## config.mk

```make
export PLATFORM = sky130hd
export DESIGN_NAME = psbel_top
export DESIGN_NICKNAME = d
export VERILOG_FILES = /design/src/psbel_pkg.sv /design/src/psbel_hist_mem.sv /design/src/psbel_top.sv
export VERILOG_INCLUDE_DIRS = /design/src
export SDC_FILE = /design/constraint.sdc
export NUM_CORES = 2
export LEC_CHECK = 0
export BUFFER_PORTS_ARGS = -buffer_cell sky130_fd_sc_hd__clkbuf_2
export CORE_MARGIN = 5
export CORE_UTILIZATION = 59
export DETAILED_ROUTE_END_ITERATION = 12
export PLACE_DENSITY = 0.83
export SYNTH_ARGS = -nofsm -noshare
export SYNTH_HDL_FRONTEND = slang
export SYNTH_SLANG_ARGS = --single-unit
```

## constraint.sdc

```tcl
create_clock -name sys_clk_i -period 15.4 [get_ports sys_clk_i]
set_input_delay 0.77 -clock sys_clk_i [delete_from_list [all_inputs] [get_ports sys_clk_i]]
set_output_delay 0.77 -clock sys_clk_i [all_outputs]
set_load 0.005 [all_outputs]
```

## src/psbel_defines.svh

```systemverilog
// Functional notes
// - Sample block input once per processing cycle.
// - Pick-up while unblocked asserts start, begins timing.
// - Pick-up while stage_a asserts stage_a, nothing else.
// - Block during start behaves as pick-up release.
// - Blocking raises display notice and blocking event.
// - Stage forcing mode selects software block switch.
// - Event on every edge of three outputs.
// - Per-event mask selects stored ON/OFF transitions.
// - Events carry time stamp and process data.
// - Shared event block, six codes per stage.
// - History keeps twelve most recent records.
// - History written only on ON transitions.
// - Record: time, event, magnitude, ratio, remaining, group.
`ifndef PSBEL_DEFINES_SVH
`define PSBEL_DEFINES_SVH

`define PSBEL_CLK_MHZ        100
`define PSBEL_CYCLE_US       1000
`define PSBEL_CYCLE_CNT      (`PSBEL_CYCLE_US * `PSBEL_CLK_MHZ)
`define PSBEL_BLK_LEAD_MS    5

`define PSBEL_ADDR_W         8
`define PSBEL_REG_CTRL       8'h00
`define PSBEL_REG_OP_DLY     8'h04
`define PSBEL_REG_REL_DLY    8'h08
`define PSBEL_REG_EVT_MASK   8'h0c
`define PSBEL_REG_STATUS     8'h10
`define PSBEL_REG_IRQ_STAT   8'h14
`define PSBEL_REG_IRQ_EN     8'h18
`define PSBEL_REG_IRQ_CLR    8'h1c
`define PSBEL_REG_HIST_SEL   8'h20
`define PSBEL_REG_HIST_W0    8'h24
`define PSBEL_REG_HIST_W1    8'h28
`define PSBEL_REG_HIST_W2    8'h2c
`define PSBEL_REG_HIST_W3    8'h30
`define PSBEL_REG_HIST_W4    8'h34

`define PSBEL_OP_DLY_RST     21'h000028
`define PSBEL_REL_DLY_RST    21'h00003c
`define PSBEL_DLY_MAX        21'h1b7740
`define PSBEL_EVT_MASK_RST   6'h3f

`define PSBEL_EV_START_ON    0
`define PSBEL_EV_START_OFF   1
`define PSBEL_EV_TRIP_ON     2
`define PSBEL_EV_TRIP_OFF    3
`define PSBEL_EV_BLK_ON      4
`define PSBEL_EV_BLK_OFF     5
`define PSBEL_EV_PER_STAGE   6
`define PSBEL_EV_RSV_AFTER   5
`define PSBEL_EV_RSV_CNT     2

`define PSBEL_HIST_DEPTH     12
`define PSBEL_TIME_W         40
`define PSBEL_CODE_W         7
`define PSBEL_VAL_W          32
`define PSBEL_REM_W          21
`define PSBEL_SG_W           3
`define PSBEL_FAULT_W        4
`define PSBEL_REC_W          135

`endif

```

## src/psbel_pkg.sv

```systemverilog
package psbel_pkg;

  typedef enum logic [4:0] {
    ST_IDLE    = 5'h01,
    ST_START   = 5'h02,
    ST_TRIP    = 5'h04,
    ST_STAGE_A = 5'h08,
    ST_RELEASE = 5'h10
  } psbel_state_t;

endpackage : psbel_pkg

```

## src/psbel_hist_mem.sv

```systemverilog
`timescale 1ns/100ps
`include "psbel_defines.svh"

module psbel_hist_mem (
  // Clock
  input  wire logic                    sys_clk_i,
  // Write side
  input  wire logic                    wr_en_i,
  input  wire logic [3:0]              wr_addr_i,
  input  wire logic [`PSBEL_REC_W-1:0] wr_data_i,
  // Read side
  input  wire logic [3:0]              rd_addr_i,
  output logic      [`PSBEL_REC_W-1:0] rd_data_o
);

  logic [`PSBEL_REC_W-1:0] mem_r [`PSBEL_HIST_DEPTH];

  always_ff @(posedge sys_clk_i) begin
    if (wr_en_i) begin
      mem_r[wr_addr_i] <= wr_data_i;
    end
  end

  always_ff @(posedge sys_clk_i) begin
    rd_data_o <= mem_r[rd_addr_i];
  end

endmodule : psbel_hist_mem

```

## src/psbel_top.sv

```systemverilog
`timescale 1ns/100ps
`include "psbel_defines.svh"

module psbel_top #(
  parameter int CYCLE_CNT = `PSBEL_CYCLE_CNT,
  parameter int STAGE_IDX = 0
) (
  // Clock and reset
  input  wire logic                      sys_clk_i,
  input  wire logic                      srst_i,
  // Stage inputs
  input  wire logic                      pickup_i,
  input  wire logic                      block_i,
  input  wire logic                      stage_forcing_enable_i,
  // Process data
  input  wire logic [`PSBEL_TIME_W-1:0]  time_ms_i,
  input  wire logic [`PSBEL_VAL_W-1:0]   meas_mag_i,
  input  wire logic [`PSBEL_VAL_W-1:0]   mag_ratio_i,
  input  wire logic [`PSBEL_FAULT_W-1:0] fault_type_i,
  input  wire logic [`PSBEL_SG_W-1:0]    active_setting_group_i,
  // Stage status
  output logic                           stage_start_o,
  output logic                           stage_trip_o,
  output logic                           stage_a_o,
  output logic                           hmi_block_o,
  // Event stream to the main event buffer
  output logic                           evt_valid_o,
  output logic [`PSBEL_CODE_W-1:0]       evt_code_o,
  output logic [`PSBEL_TIME_W-1:0]       evt_time_o,
  output logic [`PSBEL_VAL_W-1:0]        evt_mag_o,
  output logic [`PSBEL_VAL_W-1:0]        evt_ratio_o,
  output logic [`PSBEL_FAULT_W-1:0]      evt_fault_o,
  output logic [`PSBEL_SG_W-1:0]         evt_sg_o,
  // Register port
  input  wire logic [`PSBEL_ADDR_W-1:0]  reg_addr_i,
  input  wire logic [31:0]               reg_wdata_i,
  input  wire logic                      reg_wr_i,
  input  wire logic                      reg_rd_i,
  output logic      [31:0]               reg_rdata_o,
  // Interrupt
  output logic                           irq_o
);

  localparam int BASE_I = STAGE_IDX * `PSBEL_EV_PER_STAGE
                        + ((STAGE_IDX >= `PSBEL_EV_RSV_AFTER) ? `PSBEL_EV_RSV_CNT : 0);
  localparam logic [`PSBEL_CODE_W-1:0] CODE_BASE = BASE_I[`PSBEL_CODE_W-1:0];
  localparam logic [3:0] LAST_SLOT = 4'(`PSBEL_HIST_DEPTH - 1);
  localparam logic [3:0] DEPTH4 = 4'(`PSBEL_HIST_DEPTH);

  psbel_pkg::psbel_state_t state_r;
  psbel_pkg::psbel_state_t state_nxt;

  logic [31:0]              div_r;
  logic                     tick_r;
  logic                     step_r;
  logic                     blk_s_r;
  logic                     pick_s_r;
  logic                     sw_block_r;
  logic [`PSBEL_REM_W-1:0]  op_dly_r;
  logic [`PSBEL_REM_W-1:0]  rel_dly_r;
  logic [5:0]               evt_mask_r;
  logic [`PSBEL_REM_W-1:0]  op_tmr_r;
  logic [`PSBEL_REM_W-1:0]  op_tmr_nxt;
  logic [`PSBEL_REM_W-1:0]  rel_tmr_r;
  logic [`PSBEL_REM_W-1:0]  rel_tmr_nxt;
  logic [5:0]               pend_r;
  logic [5:0]               edges;
  logic [2:0]               ev_idx;
  logic                     ev_any;
  logic [`PSBEL_TIME_W-1:0] snap_time_r;
  logic [`PSBEL_VAL_W-1:0]  snap_mag_r;
  logic [`PSBEL_VAL_W-1:0]  snap_ratio_r;
  logic [`PSBEL_FAULT_W-1:0] snap_fault_r;
  logic [`PSBEL_SG_W-1:0]   snap_sg_r;
  logic [`PSBEL_REM_W-1:0]  snap_rem_r;
  logic                     hist_we;
  logic [3:0]               wptr_r;
  logic [3:0]               hcnt_r;
  logic [3:0]               hsel_r;
  logic [3:0]               hrd_addr;
  logic [4:0]               hsum;
  logic [`PSBEL_REC_W-1:0]  hist_wdata;
  logic [`PSBEL_REC_W-1:0]  hist_rdata;
  logic [2:0]               irq_stat_r;
  logic [2:0]               irq_en_r;
  logic                     start_nxt;
  logic                     trip_nxt;
  logic                     a_nxt;

  // Processing cycle divider; the first cycle of each period samples the inputs.
  always_ff @(posedge sys_clk_i) begin
    if (srst_i) begin
      div_r  <= 32'h0;
      tick_r <= 1'b0;
    end else begin
      tick_r <= (div_r == 32'(CYCLE_CNT - 1));
      div_r  <= (div_r == 32'(CYCLE_CNT - 1)) ? 32'h0 : div_r + 32'h1;
    end
  end

  // Decisions run one clock after sampling so they only ever see the held value.
  always_ff @(posedge sys_clk_i) begin
    if (srst_i) begin
      blk_s_r  <= 1'b0;
      pick_s_r <= 1'b0;
      step_r   <= 1'b0;
    end else begin
      step_r <= tick_r;
      if (tick_r) begin
        blk_s_r  <= stage_forcing_enable_i ? sw_block_r : block_i;
        pick_s_r <= pickup_i;
      end
    end
  end

  // The operate timer is kept through release so a returning pick-up resumes it.
  always_comb begin
    state_nxt   = state_r;
    op_tmr_nxt  = op_tmr_r;
    rel_tmr_nxt = rel_tmr_r;
    case (state_r)
      psbel_pkg::ST_IDLE: begin
        op_tmr_nxt  = '0;
        rel_tmr_nxt = '0;
        if (pick_s_r && blk_s_r) begin
          state_nxt = psbel_pkg::ST_STAGE_A;
        end else if (pick_s_r) begin
          state_nxt = psbel_pkg::ST_START;
        end
      end
      psbel_pkg::ST_START: begin
        if (blk_s_r || !pick_s_r) begin
          state_nxt   = psbel_pkg::ST_RELEASE;
          rel_tmr_nxt = '0;
        end else if (op_tmr_r + 21'h1 >= op_dly_r) begin
          state_nxt  = psbel_pkg::ST_TRIP;
          op_tmr_nxt = op_dly_r;
        end else begin
          op_tmr_nxt = op_tmr_r + 21'h1;
        end
      end
      psbel_pkg::ST_TRIP: begin
        if (blk_s_r || !pick_s_r) begin
          state_nxt   = psbel_pkg::ST_RELEASE;
          rel_tmr_nxt = '0;
        end
      end
      psbel_pkg::ST_RELEASE: begin
        if (pick_s_r && !blk_s_r) begin
          state_nxt = psbel_pkg::ST_START;
        end else if (rel_tmr_r + 21'h1 >= rel_dly_r) begin
          state_nxt  = (pick_s_r && blk_s_r) ? psbel_pkg::ST_STAGE_A : psbel_pkg::ST_IDLE;
          op_tmr_nxt = '0;
        end else begin
          rel_tmr_nxt = rel_tmr_r + 21'h1;
        end
      end
      psbel_pkg::ST_STAGE_A: begin
        if (!pick_s_r) begin
          state_nxt = psbel_pkg::ST_IDLE;
        end
      end
      default: begin
        state_nxt = psbel_pkg::ST_IDLE;
      end
    endcase
  end

  assign start_nxt = (state_nxt == psbel_pkg::ST_START);
  assign trip_nxt  = (state_nxt == psbel_pkg::ST_TRIP);
  assign a_nxt     = (state_nxt == psbel_pkg::ST_STAGE_A);
  assign edges = {stage_a_o & ~a_nxt, ~stage_a_o & a_nxt,
                  stage_trip_o & ~trip_nxt, ~stage_trip_o & trip_nxt,
                  stage_start_o & ~start_nxt, ~stage_start_o & start_nxt};

  always_ff @(posedge sys_clk_i) begin
    if (srst_i) begin
      state_r       <= psbel_pkg::ST_IDLE;
      op_tmr_r      <= '0;
      rel_tmr_r     <= '0;
      stage_start_o <= 1'b0;
      stage_trip_o  <= 1'b0;
      stage_a_o     <= 1'b0;
      hmi_block_o   <= 1'b0;
    end else begin
      hmi_block_o <= step_r & edges[`PSBEL_EV_BLK_ON];
      if (step_r) begin
        state_r       <= state_nxt;
        op_tmr_r      <= op_tmr_nxt;
        rel_tmr_r     <= rel_tmr_nxt;
        stage_start_o <= start_nxt;
        stage_trip_o  <= trip_nxt;
        stage_a_o     <= a_nxt;
      end
    end
  end

  // Process data are frozen at the transition; queued events drain in the next cycles.
  always_ff @(posedge sys_clk_i) begin
    if (srst_i) begin
      snap_time_r  <= '0;
      snap_mag_r   <= '0;
      snap_ratio_r <= '0;
      snap_fault_r <= '0;
      snap_sg_r    <= '0;
      snap_rem_r   <= '0;
    end else if (step_r && (edges != 6'h0)) begin
      snap_time_r  <= time_ms_i;
      snap_mag_r   <= meas_mag_i;
      snap_ratio_r <= mag_ratio_i;
      snap_fault_r <= fault_type_i;
      snap_sg_r    <= active_setting_group_i;
      snap_rem_r   <= start_nxt ? op_dly_r - op_tmr_nxt : '0;
    end
  end

  always_comb begin
    ev_idx = 3'h0;
    ev_any = 1'b0;
    for (int k = `PSBEL_EV_PER_STAGE - 1; k >= 0; k--) begin
      if (pend_r[k]) begin
        ev_idx = 3'(k);
        ev_any = 1'b1;
      end
    end
  end

  // Two transitions at most per processing cycle, so the queue always empties in time.
  always_ff @(posedge sys_clk_i) begin
    if (srst_i) begin
      pend_r      <= 6'h0;
      evt_valid_o <= 1'b0;
      evt_code_o  <= '0;
      evt_time_o  <= '0;
      evt_mag_o   <= '0;
      evt_ratio_o <= '0;
      evt_fault_o <= '0;
      evt_sg_o    <= '0;
    end else begin
      if (step_r) begin
        pend_r <= edges;
      end else if (ev_any) begin
        pend_r[ev_idx] <= 1'b0;
      end
      evt_valid_o <= !step_r && ev_any && evt_mask_r[ev_idx];
      evt_code_o  <= CODE_BASE + {4'h0, ev_idx};
      evt_time_o  <= snap_time_r;
      evt_mag_o   <= snap_mag_r;
      evt_ratio_o <= snap_ratio_r;
      evt_fault_o <= snap_fault_r;
      evt_sg_o    <= snap_sg_r;
    end
  end

  // History takes every ON transition whatever the event mask says.
  assign hist_we    = !step_r && ev_any && !ev_idx[0];
  assign hist_wdata = {snap_time_r, CODE_BASE + {4'h0, ev_idx}, snap_mag_r,
                       snap_ratio_r, snap_rem_r, snap_sg_r};

  always_ff @(posedge sys_clk_i) begin
    if (srst_i) begin
      wptr_r <= 4'h0;
      hcnt_r <= 4'h0;
    end else if (hist_we) begin
      wptr_r <= (wptr_r == LAST_SLOT) ? 4'h0 : wptr_r + 4'h1;
      if (hcnt_r != DEPTH4) begin
        hcnt_r <= hcnt_r + 4'h1;
      end
    end
  end

  // Slot 0 of the selector is always the oldest record held.
  assign hsum     = {1'b0, wptr_r} + {1'b0, hsel_r};
  assign hrd_addr = (hcnt_r != DEPTH4) ? hsel_r :
                    (hsum >= 5'(`PSBEL_HIST_DEPTH)) ? 4'(hsum - 5'(`PSBEL_HIST_DEPTH)) :
                    hsum[3:0];

  psbel_hist_mem u_hist (
    .sys_clk_i (sys_clk_i),
    .wr_en_i   (hist_we),
    .wr_addr_i (wptr_r),
    .wr_data_i (hist_wdata),
    .rd_addr_i (hrd_addr),
    .rd_data_o (hist_rdata)
  );

  // Configuration registers.
  always_ff @(posedge sys_clk_i) begin
    if (srst_i) begin
      sw_block_r <= 1'b0;
      op_dly_r   <= `PSBEL_OP_DLY_RST;
      rel_dly_r  <= `PSBEL_REL_DLY_RST;
      evt_mask_r <= `PSBEL_EVT_MASK_RST;
      irq_en_r   <= 3'h0;
      hsel_r     <= 4'h0;
    end else if (reg_wr_i) begin
      case (reg_addr_i)
        `PSBEL_REG_CTRL:     sw_block_r <= reg_wdata_i[0];
        `PSBEL_REG_OP_DLY:   op_dly_r   <= (reg_wdata_i[20:0] > `PSBEL_DLY_MAX) ?
                                           `PSBEL_DLY_MAX : reg_wdata_i[20:0];
        `PSBEL_REG_REL_DLY:  rel_dly_r  <= (reg_wdata_i[20:0] > `PSBEL_DLY_MAX) ?
                                           `PSBEL_DLY_MAX : reg_wdata_i[20:0];
        `PSBEL_REG_EVT_MASK: evt_mask_r <= reg_wdata_i[5:0];
        `PSBEL_REG_IRQ_EN:   irq_en_r   <= reg_wdata_i[2:0];
        `PSBEL_REG_HIST_SEL: hsel_r     <= (reg_wdata_i[3:0] > LAST_SLOT) ?
                                           LAST_SLOT : reg_wdata_i[3:0];
        default: begin
        end
      endcase
    end
  end

  // Sticky interrupt flags; a new event beats a clear in the same cycle.
  always_ff @(posedge sys_clk_i) begin
    if (srst_i) begin
      irq_stat_r <= 3'h0;
      irq_o      <= 1'b0;
    end else begin
      irq_stat_r <= (irq_stat_r & ~((reg_wr_i && reg_addr_i == `PSBEL_REG_IRQ_CLR) ?
                                    reg_wdata_i[2:0] : 3'h0))
                  | ({3{step_r}} & {edges[`PSBEL_EV_BLK_ON], edges[`PSBEL_EV_TRIP_ON],
                                    edges[`PSBEL_EV_START_ON]});
      irq_o <= |(irq_stat_r & irq_en_r);
    end
  end

  // Read data stand in the cycle after the strobe only.
  always_ff @(posedge sys_clk_i) begin
    if (srst_i) begin
      reg_rdata_o <= 32'h0;
    end else if (!reg_rd_i) begin
      reg_rdata_o <= 32'h0;
    end else begin
      case (reg_addr_i)
        `PSBEL_REG_CTRL:     reg_rdata_o <= {31'h0, sw_block_r};
        `PSBEL_REG_OP_DLY:   reg_rdata_o <= {11'h0, op_dly_r};
        `PSBEL_REG_REL_DLY:  reg_rdata_o <= {11'h0, rel_dly_r};
        `PSBEL_REG_EVT_MASK: reg_rdata_o <= {26'h0, evt_mask_r};
        `PSBEL_REG_STATUS:   reg_rdata_o <= {12'h0, hcnt_r, 5'h0, state_r, 1'b0,
                                             stage_forcing_enable_i, blk_s_r,
                                             stage_a_o, stage_trip_o, stage_start_o};
        `PSBEL_REG_IRQ_STAT: reg_rdata_o <= {29'h0, irq_stat_r};
        `PSBEL_REG_IRQ_EN:   reg_rdata_o <= {29'h0, irq_en_r};
        `PSBEL_REG_HIST_SEL: reg_rdata_o <= {28'h0, hsel_r};
        `PSBEL_REG_HIST_W0:  reg_rdata_o <= {8'h0, snap_or_rem(hist_rdata)};
        `PSBEL_REG_HIST_W1:  reg_rdata_o <= hist_rdata[55:24];
        `PSBEL_REG_HIST_W2:  reg_rdata_o <= hist_rdata[87:56];
        `PSBEL_REG_HIST_W3:  reg_rdata_o <= {25'h0, hist_rdata[94:88]};
        `PSBEL_REG_HIST_W4:  reg_rdata_o <= hist_rdata[126:95];
        default:             reg_rdata_o <= 32'h0;
      endcase
    end
  end

  // Word 0 packs remaining trip time above the setting group.
  function automatic logic [23:0] snap_or_rem(input logic [`PSBEL_REC_W-1:0] rec);
    snap_or_rem = rec[23:0];
  endfunction : snap_or_rem

endmodule : psbel_top

```

==> flow_results.org <==
** Outcome
- Result of the run :: finished, final reports clean

** Worst setup path
- R2R Setup Slk :: 7.94 ns
- STA classifies the critical path endpoint as a flip-flop.
- The most numerous cell type found on the critical path is sky130_fd_sc_hd__and3_1.
- Kind of start point of the critical path :: flip-flop
- Type of the setup path with the least slack :: reg2reg
- Slowest cell on the critical path :: sky130_fd_sc_hd__o221ai_2
- Data required time of the worst path :: 16.06 ns
- Worst R2R Path Depth :: 29
- Buffering stage count on the worst path with inverters included :: 1
- The cell family contributing the most delay on the critical path is compound AO/OA/AOI/OAI gates.
- In this run the worst path has a maximum fanout of 10.
- The worst register-to-register path ends at snap_rem_r[12].
- The worst register-to-register path begins at rel_tmr_r[0].
- Critical path data arrival time :: 8.12 ns
- In this design, the stage delay of the slowest critical-path cell is 0.57 ns.

** Floorplanning
- Die span in y :: 377 um
- Core ar. :: 134000 um^2
- The initialized floorplan defines 134 standard-cell rows.
- Die width :: 377 um
- The die covers 142000 um^2.
- 314 I/O pins were placed.
- Starting Density :: 0.596

** Timing
- The worst pin sits at a relative slew slack of 0.158.
- Worst slack on hold paths :: 0.165 ns
- At the pin with the least slew margin, the transition time is 1.25 ns.
- Setup violations remaining at the end of the flow were counted as 0.
- Number of max-slew violations in the final report :: 0
- Final hold vios :: 0
- Setup repair after global routing missed its margin :: false
- For the final database, setup skew stands at 0.0392 ns.
- The routed design could run at a clock period as short as 7.46 ns.
- Dividing the final minimum period by the clock period gives 0.484.
- Highest Clock Rate :: 134 MHz
- Summed over all failing endpoints, the final setup total negative slack is 0 ns.

** Pwr
- Overall Power :: 10700 uW
- Leakage :: 0.0319 uW
- Relative contribution of the clock network to total power :: 0.449
- Part of the total power dissipated in combinational logic :: 0.006
- Share of total power consumed by net switching :: 0.197
- In this run the power density over the cells is 120 nW/um^2.
- The worst-case IR drop observed on VDD is 0.000113 V.
- Summed over all nets, the switching power comes to 2100 uW.
- Of the total power, registers draw 0.545.
- Internal Pwr Total :: 8560 uW

** Global route
- For this run, global-route usage on met2 was measured as 0.454.
- The number of global-route vias before repair was 53751.
- In the global route stage, met3 resource usage came out at 0.0560.
- The global routing stage identified its most utilized layer as met2.
- Global-route wire length before repair :: 313000 um
- Largest net degree at the start of global routing :: 210
- Initial antenna violation count :: 9
- Across every metal layer, demand over resource in global routing totals 0.286.
- Remaining Overflow, GRT :: 0
- In the global route stage, met1 resource usage came out at 0.373.

** Logic synthesis
- Predominant post-synthesis flop cell :: sky130_fd_sc_hd__edfxtp_1
- Counting flops and latches in the post-synthesis netlist gives 2039.
- The average instance in the mapped netlist occupies 11.6 um^2.
- Post-synthesis xor/xnor area fraction :: 0.0101
- Basic-gate share of the synthesized area counting and, or, nand and nor cells :: 0.164
- Yosys warnings :: 0
- Counting flops with a built-in enable in the synthesized netlist gives 1476.
- Async set-reset flop share out of synthesis :: 0
- Share of synthesized cell area in full adder, half adder and majority cells :: 0.0125
- Synth Area in Compound Gates :: 0.0862
- Cell area after synthesis :: 79700 um^2
- The synthesized netlist contains 85 unique library cells.
- Seq/Total Area, Yosys :: 0.698
- Synthesis produced a netlist whose cell count is 6857.
- Proportion of synthesized area in mux cells :: 0.00325
- Dominant combinational cell family by area after synthesis :: simple AND/OR/NAND/NOR gates

** Detailed routing
- In this run, the number of DRC markers left after iteration 0 of detailed routing was 7574.
- Post-route DRC :: 0
- The detail route stage leaves a number of antenna-violating nets equal to 0.
- The first detailed-routing pass took 9 iterations.
- For this block, the via count after detailed routing is 55686.
- Post-DR vias/cell :: 6.24
- Total wire length after detailed routing :: 209000 um
- In the final routed layout, each cell accounts on average for 23.4 um.

** Placement
- Input and output buffers added on the ports amount to 298.
- Placer's final routability congestion estimate :: 0.915
- Count of placed standard cells including taps :: 8544
- Final HPWL DP :: 115000 um

** Clock network
- The tree built by TritonCTS fans out to 2039 sinks.
- At the later pin of the worst-skew pair, clock insertion delay measures 0.83 ns.
- Maximum root-to-sink buffer count :: 3
- After clock tree synthesis, the repair step resized 0 gates.
- Clock tree synthesis selected as its root buffer the cell sky130_fd_sc_hd__clkbuf_16.
- Number of buffers added by the clock tree synthesis step :: 195
- Postcts setup bufs :: 0
- Clock tree from TritonCTS :: yes
- H-Tree Depth :: 4
- For this design, the CTS-stage hold fixing added 0 buffers.
- Clock slew seen by the registers of the worst setup and hold paths :: 0.06 ns

** Finish
- Fin nets :: 7205
- Share of post-route cells with drive strength above 1 :: 0.103
- Post-Layout Cell Count :: 8921
- The top cell types in the final layout, fill and taps aside, are sky130_fd_sc_hd__nand2_1 (1830), sky130_fd_sc_hd__edfxtp_1 (1476), sky130_fd_sc_hd__nand3_1 (571).
- Synth-to-layout area growth :: 11.8%
- Most common cell after layout, fill and taps aside :: sky130_fd_sc_hd__nand2_1

** Hold path
- The worst hold path passes through 3 cells.
- In this run the worst hold path is classified as in2reg.
- For hold timing, the worst endpoint is snap_mag_r[27].
- Origin of the worst min-delay path :: meas_mag_i[27]

** Flow run
- Max-cap violations in this run came to 0.
Yosys cell counts, types with 5 or more instances:
cell type / count / area share
sky130_fd_sc_hd__a211oi_1: 42 / 0.0040
sky130_fd_sc_hd__a21o_1: 12 / 0.0011
sky130_fd_sc_hd__a21oi_1: 479 / 0.030
sky130_fd_sc_hd__a221oi_1: 10 / 0.0011
sky130_fd_sc_hd__a222oi_1: 22 / 0.0028
sky130_fd_sc_hd__a22o_1: 13 / 0.0014
sky130_fd_sc_hd__a22oi_1: 72 / 0.0068
sky130_fd_sc_hd__a311oi_1: 125 / 0.014
sky130_fd_sc_hd__a31oi_1: 153 / 0.012
sky130_fd_sc_hd__and2_1: 6 / 0.00047
sky130_fd_sc_hd__and3_1: 162 / 0.013
sky130_fd_sc_hd__buf_1: 18 / 0.00085
sky130_fd_sc_hd__buf_2: 6 / 0.00038
sky130_fd_sc_hd__clkbuf_1: 429 / 0.020
sky130_fd_sc_hd__dfxtp_1: 563 / 0.14
sky130_fd_sc_hd__edfxtp_1: 1476 / 0.56
sky130_fd_sc_hd__ha_1: 73 / 0.011
sky130_fd_sc_hd__inv_1: 79 / 0.0037
sky130_fd_sc_hd__maj3_1: 6 / 0.00075
sky130_fd_sc_hd__mux2_2: 7 / 0.00099
sky130_fd_sc_hd__mux2i_1: 18 / 0.0023
sky130_fd_sc_hd__nand2_1: 1831 / 0.086
sky130_fd_sc_hd__nand2b_1: 11 / 0.00086
sky130_fd_sc_hd__nand3_1: 571 / 0.036
sky130_fd_sc_hd__nand3b_1: 17 / 0.0016
sky130_fd_sc_hd__nand4_1: 19 / 0.0015
sky130_fd_sc_hd__nor2_1: 201 / 0.0095
sky130_fd_sc_hd__nor2b_1: 129 / 0.010
sky130_fd_sc_hd__nor3_1: 21 / 0.0013
sky130_fd_sc_hd__nor4_1: 10 / 0.00079
sky130_fd_sc_hd__o2111ai_1: 5 / 0.00055
sky130_fd_sc_hd__o211ai_1: 17 / 0.0016
sky130_fd_sc_hd__o21a_1: 7 / 0.00066
sky130_fd_sc_hd__o21ai_0: 51 / 0.0032
sky130_fd_sc_hd__o21ai_1: 6 / 0.00038
sky130_fd_sc_hd__or3_1: 11 / 0.00086
sky130_fd_sc_hd__xnor2_1: 45 / 0.0049
sky130_fd_sc_hd__xor2_1: 47 / 0.0052
kinds of logic (layout without fill, tap and decap cells):
logic type / Yosys count / in the layout
AOI/OAI and AO/OA: 1069 / 1069
xor gates and xnor gates: 92 / 92
adders and majority gates: 80 / 80
buffers and inverters: 540 / 827
DFF: 2039 / 2039
muxes: 25 / 25
other: 1 / 10
and+or+nand+nor: 3011 / 3011
worst min-delay path, stage by stage:
cell and delay (ns):
sky130_fd_sc_hd__clkbuf_2 0.08, sky130_fd_sc_hd__nand2_1 0.04, sky130_fd_sc_hd__a21oi_1 0.05
flip-flops by register name, indices dropped and copies added, names as in the netlist, 5 cells and up:
signal	cells
state_r	5
snap_mag_r	32
snap_ratio_r	32
op_dly_r	21
op_tmr_r	21
evt_time_o	40
div_r	32
evt_mask_r	6
snap_time_r	40
u_hist.mem_r	1476
rel_dly_r	21
snap_rem_r	21
evt_mag_o	32
reg_rdata_o	32
pend_r	6
u_hist.rd_data_o	123
evt_ratio_o	32
rel_tmr_r	21
per-stage QoR:
stage,setup WS [ns],utilization,instance area (um^2)
after floorplan,4.54,-,79700
after global placement,8.09,0.617,82500
after detailed placement,8.07,0.617,82500
after CTS,8.02,0.666,89100
after global routing,7.37,0.666,89100
final,7.94,0.666,89100
power by group through the flow:
| stage | combinational (uW) | sequential (uW) | clock (uW) |
|---|---|---|---|
| after detailed placement | 66.8 | 5930 | 0 |
| after CTS | 67.3 | 5810 | 4820 |
| after global placement | 65.7 | 5930 | 0 |
| final | 68.1 | 5810 | 4780 |
| after floorplan | 32.3 | 5930 | 0 |
| after global routing | 73.0 | 5810 | 5070 |
worst max path at each step:
stage	start	end	slack, ns	cells after the start
global route	op_tmr_r[1]	snap_rem_r[12]	7.37	27
global placement	rel_tmr_r[0]	snap_rem_r[16]	8.09	29
CTS	rel_tmr_r[0]	snap_rem_r[12]	8.02	29
floorplan	pend_r[4]	u_hist.mem_r[3][0]	4.54	8
detailed placement	rel_tmr_r[0]	snap_rem_r[16]	8.07	29
finish	rel_tmr_r[0]	snap_rem_r[12]	7.94	29
layout make-up:
class	count	area [um^2]
clock buffer	285	5690
antenna	6	15.0
sequential	2039	55600
tap	1768	2210
timing repair buffer	376	2210
multi-input combinational	4281	22200
fill	9077	44700
clock inverter	86	822
inverter	80	300
layer usage:
| metal | vias up | share of wire | routed length (um) |
|---|---|---|---|
| met2 | 3393 | 0.47 | 97500 |
| met1 | 26853 | 0.37 | 77000 |
| met5 | - | 0.000062 | 13 |
| met3 | 610 | 0.10 | 21200 |
| met4 | 2 | 0.062 | 12900 |
| li1 | 24828 | - | - |
(Power assumes the default switching activity.)
